**config.mk**
```make
export PLATFORM = sky130hd
export DESIGN_NAME = irq_ctrl
export DESIGN_NICKNAME = d
export VERILOG_FILES = /design/src/logic/irq_ctrl_pkg.sv /design/src/logic/irq_ctrl.sv
export SDC_FILE = /design/constraint.sdc
export NUM_CORES = 1
export LEC_CHECK = 0
export ABC_AREA = 1
export ABC_CLOCK_PERIOD_IN_PS = 4250
export BUFFER_PORTS_ARGS = -buffer_cell sky130_fd_sc_hd__clkbuf_2
export CAP_MARGIN = 20
export CORE_MARGIN = 3
export CORE_UTILIZATION = 54
export DETAILED_ROUTE_END_ITERATION = 12
export PLACE_DENSITY = 0.86
export SLEW_MARGIN = 40
export SYNTH_ARGS = -nofsm -noshare
export SYNTH_HDL_FRONTEND = slang
export SYNTH_SLANG_ARGS = --single-unit
```
**constraint.sdc**
```tcl
create_clock -name clk -period 4.25 [get_ports clk]
set_input_delay 0.6375 -clock clk [delete_from_list [all_inputs] [get_ports clk]]
set_output_delay 0.6375 -clock clk [all_outputs]
set_load 0.05 [all_outputs]
```
**src/logic/irq_ctrl_pkg.sv**
```systemverilog
// Purpose: constants for the interrupt request controller
// Assumes: 8-bit register port, one system clock
// Notes:   offsets are word indices on the plain register port
package irq_ctrl_pkg;
   localparam int          ADDR_W           = 4;
   localparam int          DATA_W           = 8;
   localparam logic [3:0]  CTRL_OFF         = 4'h0;
   localparam logic [3:0]  MAIN_OFF         = 4'h1;
   localparam logic [3:0]  EXT_OFF          = 4'h2;
   localparam logic [3:0]  EDGE_OFF         = 4'h3;
   localparam logic [3:0]  MF2_OFF          = 4'h4;
   localparam logic [3:0]  MF3_OFF          = 4'h5;
   localparam logic [3:0]  MF4_OFF          = 4'h6;
   localparam logic [3:0]  STAT_OFF         = 4'h7;
   localparam logic [3:0]  VECT_OFF         = 4'h8;
   localparam logic [7:0]  RESET_VAL        = 8'h00;
   localparam logic [7:0]  MF3_MASK         = 8'h77;
   localparam int          CTRL_GIE_BIT     = 0;
   localparam int          CTRL_WAKEARM_BIT = 1;
   localparam int          NUM_EXT          = 4;
   localparam int          NUM_CMP          = 2;
   localparam int          NUM_SRC          = 9;
   localparam int          SRC_W            = 4;
   localparam logic [1:0]  EDGE_OFF_SEL     = 2'h0;
   localparam logic [1:0]  EDGE_RISE        = 2'h1;
   localparam logic [1:0]  EDGE_FALL        = 2'h2;
   localparam logic [1:0]  EDGE_BOTH        = 2'h3;
   localparam int          PC_W             = 15;
   localparam logic [14:0] VECTOR_BASE      = 15'h0004;
   localparam logic [14:0] VECTOR_STEP      = 15'h0004;
endpackage

```
**src/logic/irq_ctrl.sv**
```systemverilog
// Purpose: interrupt request flags, enables, priority and vector hand-off
// Assumes: core drives pc/stack signals on clk; ext pins are asynchronous
// Notes:   sources by priority 0..8: ext0..3, cmp0, cmp1, mf2, mf3, mf4
// Notes on behaviour
// comparator and group events set their flag whatever the enable says; pin events need the pin enable
// a set flag vectors only while its own enable is 1
// global enable at 0 blocks every interrupt
// on taking, push next pc and load the vector address
// return instruction pops saved pc; software ends routines with it
// servicing clears the global enable, stopping nesting
// requests while blocked still set and hold flags
// software may set global enable again inside a routine to nest
// full stack blocks acknowledge until the pointer drops
// simultaneous enabled requests resolve by fixed priority
// a new flag set wakes from sleep or idle; old flags do not
// each external pin sets its flag on the selected edge
// external call needs global and pin enable plus non-full stack
// edge select offers rising, falling, both or disabled
// pin serves as interrupt input only while its enable is set
// servicing an external interrupt clears that pin flag
// pin pull-high selection stays in effect in interrupt use
// comparator flag sets when its comparator output changes
// comparator call needs global and own enable; service clears flag
// flags 1 pending, enables 1 on, all reset to zero
// group service clears only group flag, sub-flags stay
// external pins pass two flip-flops before edge detection
// service clear beats a set only for the serviced source
//
// Implementation choices: the placing of the registers and the strobed register port.
`timescale 1ns/1ps
module irq_ctrl #(
   parameter int PC_W = irq_ctrl_pkg::PC_W
) (
   input  wire logic                               clk,
   input  wire logic                               rst,
   input  wire logic [irq_ctrl_pkg::ADDR_W-1:0]    reg_addr,
   input  wire logic [irq_ctrl_pkg::DATA_W-1:0]    reg_wdata,
   input  wire logic                               reg_wr,
   input  wire logic                               reg_rd,
   output logic      [irq_ctrl_pkg::DATA_W-1:0]    reg_rdata,
   input  wire logic [irq_ctrl_pkg::NUM_EXT-1:0]   ext_irq_pins,
   input  wire logic [irq_ctrl_pkg::NUM_EXT-1:0]   pin_pull_sel,
   output logic      [irq_ctrl_pkg::NUM_EXT-1:0]   pin_pull_en,
   input  wire logic [irq_ctrl_pkg::NUM_CMP-1:0]   cmp_out,
   input  wire logic [3:0]                         mf2_events,
   input  wire logic [2:0]                         mf3_events,
   input  wire logic [3:0]                         mf4_events,
   input  wire logic                               core_ready,
   input  wire logic [PC_W-1:0]                    next_pc,
   input  wire logic                               stack_full,
   input  wire logic                               return_from_irq,
   input  wire logic [PC_W-1:0]                    popped_pc,
   input  wire logic                               low_power,
   output logic                                    irq_take,
   output logic      [PC_W-1:0]                    vector_addr,
   output logic                                    stack_push,
   output logic      [PC_W-1:0]                    push_pc,
   output logic                                    pc_load,
   output logic      [PC_W-1:0]                    pc_value,
   output logic                                    wake_up
);
   localparam int NS = irq_ctrl_pkg::NUM_SRC;

   logic                                   global_irq_enable_r;
   logic [irq_ctrl_pkg::NUM_EXT-1:0]       ext_pin_flags_r;
   logic [irq_ctrl_pkg::NUM_EXT-1:0]       ext_pin_enables_r;
   logic [7:0]                             edge_select_reg_r;
   logic [irq_ctrl_pkg::NUM_CMP-1:0]       cmp_flag_r;
   logic [irq_ctrl_pkg::NUM_CMP-1:0]       cmp_en_r;
   logic [2:0]                             mf_flag_r;
   logic [2:0]                             mf_en_r;
   logic [7:0]                             mf2_r;
   logic [7:0]                             mf3_r;
   logic [7:0]                             mf4_r;
   logic [irq_ctrl_pkg::NUM_EXT-1:0]       pin_meta_r;
   logic [irq_ctrl_pkg::NUM_EXT-1:0]       pin_sync_r;
   logic [irq_ctrl_pkg::NUM_EXT-1:0]       pin_prev_r;
   logic [irq_ctrl_pkg::NUM_CMP-1:0]       cmp_prev_r;
   logic [1:0]                             settle_cnt_r;
   logic                                   sync_valid;
   logic                                   cmp_armed;
   logic [NS-1:0]                          any_flag_prev_r;
   logic [irq_ctrl_pkg::SRC_W-1:0]         last_src_r;
   logic [irq_ctrl_pkg::DATA_W-1:0]        reg_rdata_nxt;
   logic [irq_ctrl_pkg::NUM_EXT-1:0]       ext_hit;
   logic [irq_ctrl_pkg::NUM_CMP-1:0]       cmp_hit;
   logic [2:0]                             mf_hit;
   logic [NS-1:0]                          flags;
   logic [NS-1:0]                          enables;
   logic [NS-1:0]                          pending;
   logic [NS-1:0]                          svc_clr;
   logic [irq_ctrl_pkg::SRC_W-1:0]         win_src;
   logic                                   win_any;
   logic                                   take;
   logic                                   wr_ctrl;
   logic                                   wr_main;
   logic                                   wr_ext;

   assign wr_ctrl = reg_wr && (reg_addr == irq_ctrl_pkg::CTRL_OFF);
   assign wr_main = reg_wr && (reg_addr == irq_ctrl_pkg::MAIN_OFF);
   assign wr_ext  = reg_wr && (reg_addr == irq_ctrl_pkg::EXT_OFF);

   // two-stage pin synchroniser; edge logic reads the second stage and its delayed copy pin_prev_r
   always_ff @(posedge clk or posedge rst) begin
      if (rst) begin
         pin_meta_r <= '0;
         pin_sync_r <= '0;
         pin_prev_r <= '0;
      end else begin
         pin_meta_r <= ext_irq_pins;
         pin_sync_r <= pin_meta_r;
         pin_prev_r <= pin_sync_r;
      end
   end

   // a pin idling high would fake a rising edge until sync and prev both
   // hold real samples; comparators need one real sample only
   always_ff @(posedge clk or posedge rst) begin
      if (rst)
         settle_cnt_r <= 2'h0;
      else if (settle_cnt_r != 2'h3)
         settle_cnt_r <= settle_cnt_r + 2'h1;
   end
   assign sync_valid = (settle_cnt_r == 2'h3);
   assign cmp_armed  = (settle_cnt_r != 2'h0);

   // edge decode per pin; pin unused as interrupt input unless enabled
   genvar g;
   generate
      for (g = 0; g < irq_ctrl_pkg::NUM_EXT; g++) begin : g_ext
         logic [1:0] sel;
         logic       rise;
         logic       fall;
         logic       hit_sel;
         assign sel  = edge_select_reg_r[2*g +: 2];
         assign rise = pin_sync_r[g] && !pin_prev_r[g];
         assign fall = !pin_sync_r[g] && pin_prev_r[g];
         always_comb begin
            case (sel)
               irq_ctrl_pkg::EDGE_RISE: hit_sel = rise;
               irq_ctrl_pkg::EDGE_FALL: hit_sel = fall;
               irq_ctrl_pkg::EDGE_BOTH: hit_sel = rise || fall;
               default:                 hit_sel = 1'b0;
            endcase
         end
         assign ext_hit[g] = hit_sel && ext_pin_enables_r[g] && sync_valid;
      end
   endgenerate

   // pull-high stays whatever the pin is used for
   assign pin_pull_en = pin_pull_sel;

   // comparator outputs come from on-chip logic on clk
   always_ff @(posedge clk or posedge rst) begin
      if (rst)
         cmp_prev_r <= '0;
      else
         cmp_prev_r <= cmp_out;
   end
   // first cycle after reset has no real previous comparator sample
   assign cmp_hit = cmp_armed ? (cmp_out ^ cmp_prev_r) : '0;

   // group flag sets on a sub-flag rising
   always_comb begin
      mf_hit[0] = |(mf2_events & ~mf2_r[7:4]);
      mf_hit[1] = |(mf3_events & ~mf3_r[6:4]);
      mf_hit[2] = |(mf4_events & ~mf4_r[7:4]);
   end

   assign flags   = {mf_flag_r, cmp_flag_r, ext_pin_flags_r};
   assign enables = {mf_en_r, cmp_en_r, ext_pin_enables_r};
   assign pending = flags & enables;

   // lowest index wins
   always_comb begin
      win_src = '0;
      win_any = 1'b0;
      for (int i = NS - 1; i >= 0; i--) begin
         if (pending[i]) begin
            win_src = irq_ctrl_pkg::SRC_W'(i);
            win_any = 1'b1;
         end
      end
   end

   // core_ready keeps a take off the cycle in which the core pops
   assign take = win_any && global_irq_enable_r && !stack_full && core_ready;

   always_comb begin
      svc_clr = '0;
      if (take)
         svc_clr[win_src] = 1'b1;
   end

   // hand-off to the core; one-cycle pulses
   always_ff @(posedge clk or posedge rst) begin
      if (rst) begin
         irq_take   <= 1'b0;
         stack_push <= 1'b0;
         pc_load    <= 1'b0;
      end else begin
         irq_take   <= take;
         stack_push <= take;
         pc_load    <= take || return_from_irq;
      end
   end

   // vector from fixed base and step; values hold between loads
   always_ff @(posedge clk or posedge rst) begin
      if (rst) begin
         vector_addr <= '0;
         push_pc     <= '0;
         pc_value    <= '0;
         last_src_r  <= '0;
      end else if (take) begin
         push_pc     <= next_pc;
         vector_addr <= PC_W'(irq_ctrl_pkg::VECTOR_BASE +
                        irq_ctrl_pkg::VECTOR_STEP * win_src);
         pc_value    <= PC_W'(irq_ctrl_pkg::VECTOR_BASE +
                        irq_ctrl_pkg::VECTOR_STEP * win_src);
         last_src_r  <= win_src;
      end else if (return_from_irq) begin
         pc_value <= popped_pc;
      end
   end

   // global enable: service clear wins over a software write
   always_ff @(posedge clk or posedge rst) begin
      if (rst)
         global_irq_enable_r <= 1'b0;
      else if (take)
         global_irq_enable_r <= 1'b0;
      else if (wr_ctrl)
         global_irq_enable_r <= reg_wdata[irq_ctrl_pkg::CTRL_GIE_BIT];
   end

   // flags: hardware set beats software clear; service clear beats own set
   always_ff @(posedge clk or posedge rst) begin
      if (rst)
         ext_pin_flags_r <= '0;
      else
         ext_pin_flags_r <= ((wr_ext ? reg_wdata[7:4] : ext_pin_flags_r) | ext_hit)
                            & ~svc_clr[3:0];
   end

   always_ff @(posedge clk or posedge rst) begin
      if (rst)
         cmp_flag_r <= '0;
      else
         cmp_flag_r <= ((wr_main ? reg_wdata[5:4] : cmp_flag_r) | cmp_hit)
                       & ~svc_clr[5:4];
   end

   always_ff @(posedge clk or posedge rst) begin
      if (rst)
         mf_flag_r <= '0;
      else
         mf_flag_r <= ((wr_main ? reg_wdata[3:1] : mf_flag_r) | mf_hit)
                      & ~svc_clr[8:6];
   end

   // enables and edge select change only by software write
   always_ff @(posedge clk or posedge rst) begin
      if (rst)
         ext_pin_enables_r <= '0;
      else if (wr_ext)
         ext_pin_enables_r <= reg_wdata[3:0];
   end

   // one common enable bit serves all three groups
   always_ff @(posedge clk or posedge rst) begin
      if (rst) begin
         cmp_en_r <= '0;
         mf_en_r  <= '0;
      end else if (wr_main) begin
         cmp_en_r <= reg_wdata[7:6];
         mf_en_r  <= {reg_wdata[0], reg_wdata[0], reg_wdata[0]} & 3'h7;
      end
   end

   always_ff @(posedge clk or posedge rst) begin
      if (rst)
         edge_select_reg_r <= irq_ctrl_pkg::RESET_VAL;
      else if (reg_wr && reg_addr == irq_ctrl_pkg::EDGE_OFF)
         edge_select_reg_r <= reg_wdata;
   end

   // group registers: upper nibble sub-flags, lower nibble enables;
   // sub-flags are never cleared by servicing
   always_ff @(posedge clk or posedge rst) begin
      if (rst)
         mf2_r <= irq_ctrl_pkg::RESET_VAL;
      else
         mf2_r <= ((reg_wr && reg_addr == irq_ctrl_pkg::MF2_OFF) ? reg_wdata : mf2_r)
                  | {mf2_events, 4'h0};
   end

   always_ff @(posedge clk or posedge rst) begin
      if (rst)
         mf3_r <= irq_ctrl_pkg::RESET_VAL;
      else
         mf3_r <= (((reg_wr && reg_addr == irq_ctrl_pkg::MF3_OFF) ? reg_wdata : mf3_r)
                  | {1'b0, mf3_events, 4'h0}) & irq_ctrl_pkg::MF3_MASK;
   end

   always_ff @(posedge clk or posedge rst) begin
      if (rst)
         mf4_r <= irq_ctrl_pkg::RESET_VAL;
      else
         mf4_r <= ((reg_wr && reg_addr == irq_ctrl_pkg::MF4_OFF) ? reg_wdata : mf4_r)
                  | {mf4_events, 4'h0};
   end

   // wake only on a flag newly set, not one set before low power
   always_ff @(posedge clk or posedge rst) begin
      if (rst) begin
         any_flag_prev_r <= '0;
         wake_up         <= 1'b0;
      end else begin
         any_flag_prev_r <= flags;
         wake_up         <= low_power && |(flags & ~any_flag_prev_r);
      end
   end

   always_comb begin
      case (reg_addr)
         irq_ctrl_pkg::CTRL_OFF: reg_rdata_nxt = {7'h00, global_irq_enable_r};
         irq_ctrl_pkg::MAIN_OFF: reg_rdata_nxt = {cmp_en_r, cmp_flag_r, mf_flag_r,
                                                  mf_en_r[0]};
         irq_ctrl_pkg::EXT_OFF:  reg_rdata_nxt = {ext_pin_flags_r, ext_pin_enables_r};
         irq_ctrl_pkg::EDGE_OFF: reg_rdata_nxt = edge_select_reg_r;
         irq_ctrl_pkg::MF2_OFF:  reg_rdata_nxt = mf2_r;
         irq_ctrl_pkg::MF3_OFF:  reg_rdata_nxt = mf3_r;
         irq_ctrl_pkg::MF4_OFF:  reg_rdata_nxt = mf4_r;
         irq_ctrl_pkg::STAT_OFF: reg_rdata_nxt = {3'h0, win_any, last_src_r};
         irq_ctrl_pkg::VECT_OFF: reg_rdata_nxt = vector_addr[7:0];
         default:                reg_rdata_nxt = 8'h00;
      endcase
   end

   always_ff @(posedge clk or posedge rst) begin
      if (rst)
         reg_rdata <= '0;
      else if (reg_rd)
         reg_rdata <= reg_rdata_nxt;
      else
         reg_rdata <= '0;
   end
endmodule

```
==> results.sh <==
export IMPL_power_density_nw_per_um2=620
export IMPL_diodes=0
export IMPL_area_delta_synth_final_pct=21.6
export IMPL_htreeDepth=4
export IMPL_num_rows=36
export IMPL_synthTopCellsByArea="dfrtp_1 54%, nand2_1 12%, inv_1 5.9%"
export IMPL_crit_slowest_cell="dfrtp_1"
export IMPL_clkPwrFrac=0.361
export IMPL_highest_layer="met4"
export IMPL_cp_data_arrival_time_ns=2.40
export IMPL_wl_per_cell_um=17.0
export IMPL_post_cts_buffers=0
export IMPL_cpLargestDelayFamily="simple AND/OR/NAND/NOR gates"
export IMPL_synth_cells=637
export IMPL_cp_max_fo=5
export IMPL_multiInputGateArea_um2=2050
export IMPL_clk_pin_slew_worst_paths_ns=0.06
export IMPL_status="finished clean"
export IMPL_antenna_found_initial=0
export IMPL_maxCapViolCount=0
export IMPL_p_sw_frac=0.372
export IMPL_seq_power_share=0.369
export IMPL_clk_latency_ns=0.53
export IMPL_synth_area_um2=5640
export IMPL_grt_pass1_vias=4869
export IMPL_power_switching_uw=1580
export IMPL_antenna_left=0
export IMPL_clkSinkCount=122
export IMPL_period_share=0.465
export IMPL_slew_headroom=0.549
export IMPL_fp_dieH_um=108
export IMPL_drv_slew=0
export IMPL_cts_resized=0
export IMPL_place_ws_ns=2.14
export IMPL_grtUsageTotal=0.274
export IMPL_critical_path_buf_inv_count=3
export IMPL_setup_slack_ns=2.27
export IMPL_synth_warnings=0
export IMPL_synth_avg_cell_area_um2=8.85
export IMPL_dr_pass1_iters=5
export IMPL_period_minus_slack_ns=1.98
export IMPL_seq_area_frac_synth=0.542
export IMPL_cts_buffer_depth=2
export IMPL_dr_wl_met3_um=1410
export IMPL_hold_violations=0
export IMPL_numCtsBuffers=17
export IMPL_grt_pass1_wl_um=24300
export IMPL_place_congestion=0.953
export IMPL_ys_seq_elements=122
export IMPL_p_int_uw=2670
export IMPL_tns_ns=0
export IMPL_postCtsHoldBufs=0
export IMPL_grt_max_degree=55
export IMPL_crit_path_start_kind="flop"
export IMPL_setup_viol=0
export IMPL_via_per_inst=5.38
export IMPL_gr_total_overflow=0
export IMPL_hpwl_um=10900
export IMPL_end_kind="flop"
export IMPL_drcViolationCount=0
export IMPL_yosysTopAreaCell="dfrtp_1"
export IMPL_finalWirelength_um=15300
export IMPL_crit_chain="nand2_1 -> nand2_1 -> nand2_1 -> nand2_1 -> nand2_1 -> nand2_1 -> nand2_1 -> inv_1 -> ha_1 -> inv_1 -> nand2_1 -> nand3_1 -> nand2_1 -> o21ai_1 -> inv_1"
export IMPL_regArea_um2=3050
export IMPL_coreArea_um2=9950
export IMPL_synth_cell_types=41
export IMPL_ir_drop_mv=0.386
export IMPL_power_frac_comb=0.270
export IMPL_fin_skew_ns=0.00826
export IMPL_grt_setup_unrepaired="false"
export IMPL_p_leak_uw=0.00365
export IMPL_path_class="flop to flop"
export IMPL_cp_required_ns=4.67
export IMPL_dr_first_iter_drc_count=518
export IMPL_hold_path_class="input port to async pin"
export IMPL_clock_root_buffer="clkbuf_8"
export IMPL_start_util=0.566
export IMPL_io_pins=132
export IMPL_layout_drive_gt1_share=0.231
export IMPL_layout_nets=838
export IMPL_worstMarginPinSlew_ns=0.677
export IMPL_die_x_um=108
export IMPL_num_vias=4839
export IMPL_slowest_delay_ns=0.46
export IMPL_max_freq_mhz=505
export IMPL_portBuffers=113
export IMPL_crit_path_frequent_cell="nand2_1"
export IMPL_route_met2_wl_um=7280
export IMPL_die_area_um2=11700
export IMPL_cts_tree="built"
export IMPL_nFillCells=769
export IMPL_synth_top_area_frac=0.542
export IMPL_met1Wirelength_um=6180
[power by group through the flow]
stage / combinational, µW / clock [µW] / sequential, µW
3_3_place_gp: 1110 / 0 / 1560
4_1_cts: 1140 / 1550 / 1560
2_1_floorplan: 467 / 0 / 1920
5_1_grt: 1240 / 1600 / 1590
3_5_place_dp: 1130 / 0 / 1570
6_report: 1150 / 1530 / 1570
[worst register-to-register path: cells and delay by family, from the launching register on]
kind,cells,cell delay (ns)
DFF,1,0.46
adders and majority gates,1,0.23
buffers and inverters,3,0.27
AOI/OAI and AO/OA,1,0.08
and+or+nand+nor,10,0.82
[cell type report]
cell class | instances | area share
flip-flops and latches | 122 | 0.445
multi-input cells | 400 | 0.299
repair buffers | 115 | 0.0847
clock buffers | 19 | 0.0645
inverters | 97 | 0.0546
clock inverters | 13 | 0.0279
well taps | 133 | 0.0243
[cells in the mapped netlist (all sizes together)]
cell type	instances
o21a	1
o221ai	5
o211ai	5
a31oi	5
ha	14
a41oi	1
xnor2	1
nand4	2
nand3b	2
inv	97
nand2	186
clkbuf	3
a221oi	1
conb	1
nor2	33
nor3	4
dfrtp	122
o21ai	49
a21oi	37
a21boi	1
buf	24
nand3	20
o2111ai	3
a211oi	4
o22ai	15
o31ai	1
[sequential cells by signal, summed over array words and instances (netlist names), 2 cells and up]
name / count
pc_value: 15
push_pc: 15
any_flag_prev_r: 9
edge_select_reg_r: 8
mf2_r: 8
mf4_r: 8
reg_rdata: 8
mf3_r: 6
vector_addr: 5
ext_pin_enables_r: 4
ext_pin_flags_r: 4
last_src_r: 4
pin_meta_r: 4
pin_prev_r: 4
pin_sync_r: 4
mf_flag_r: 3
cmp_en_r: 2
cmp_flag_r: 2
cmp_prev_r: 2
settle_cnt_r: 2
[placed cells by master, fill, tap and decap left out, types with 4 or more instances in the layout]
master and n:
conb_1 10, nor2_4 7, clkbuf_16 16, o21ai_1 5
clkbuf_2 113, o211ai_1 5, bufinv_16 4, a31oi_1 5
nor2_1 23, o21ai_0 43, nand2_1 180, inv_1 87
dfrtp_1 122, nor3_1 4, ha_1 14, a21oi_1 36
inv_2 7, o221ai_1 5, nand3_1 19, o22ai_1 15
[per-stage QoR]
stage               total power [µW]  instance area [µm²]  utilization  std cells  hold slack (ns)
floorplan                       2390                 5670            -        646            0.331
global placement                2670                 6220        0.625        867            0.333
detailed placement              2700                 6220        0.625        867            0.337
CTS                             4250                 6850        0.688        899            0.202
global route                    4430                 6850        0.688        899            0.206
finish                          4250                 6850        0.688        899            0.190
[path summary, 6_finish.rpt]
kind                                  endpoint  cells past startpoint             from  slack (ns)
min in group clk                 pin_meta_r[1]                      1  ext_irq_pins[1]        0.21
worst min register to register   pin_sync_r[3]                      0    pin_meta_r[3]        0.35
worst max register to register     pc_value[4]                     15    cmp_flag_r[1]        2.27
worst min-delay path             cmp_prev_r[0]                      2              rst        0.19
worst max-delay path               pc_value[4]                     15    cmp_flag_r[1]        2.27
max in group asynchronous       vector_addr[5]                      3              rst        3.09
[cell families (layout without fill, tap and decap cells)]
kind of cell / Yosys count / in the layout / share of synthesized area
other: 1 / 10 / 0.000665
buffers and inverters: 124 / 244 / 0.101
AO/OA/AOI/OAI: 128 / 128 / 0.132
XOR/XNOR: 1 / 1 / 0.00155
adder cells (fa/ha/maj): 14 / 14 / 0.0311
flip-flops: 122 / 122 / 0.542
AND/OR/NAND/NOR: 247 / 247 / 0.191
[metal layers]
layer	up-vias	track usage
li1	2253	-
met1	2278	0.357
met2	262	0.437
met3	46	0.0794
met4	0	0.106
met5	-	0
Power figures use the tool's default switching activity.
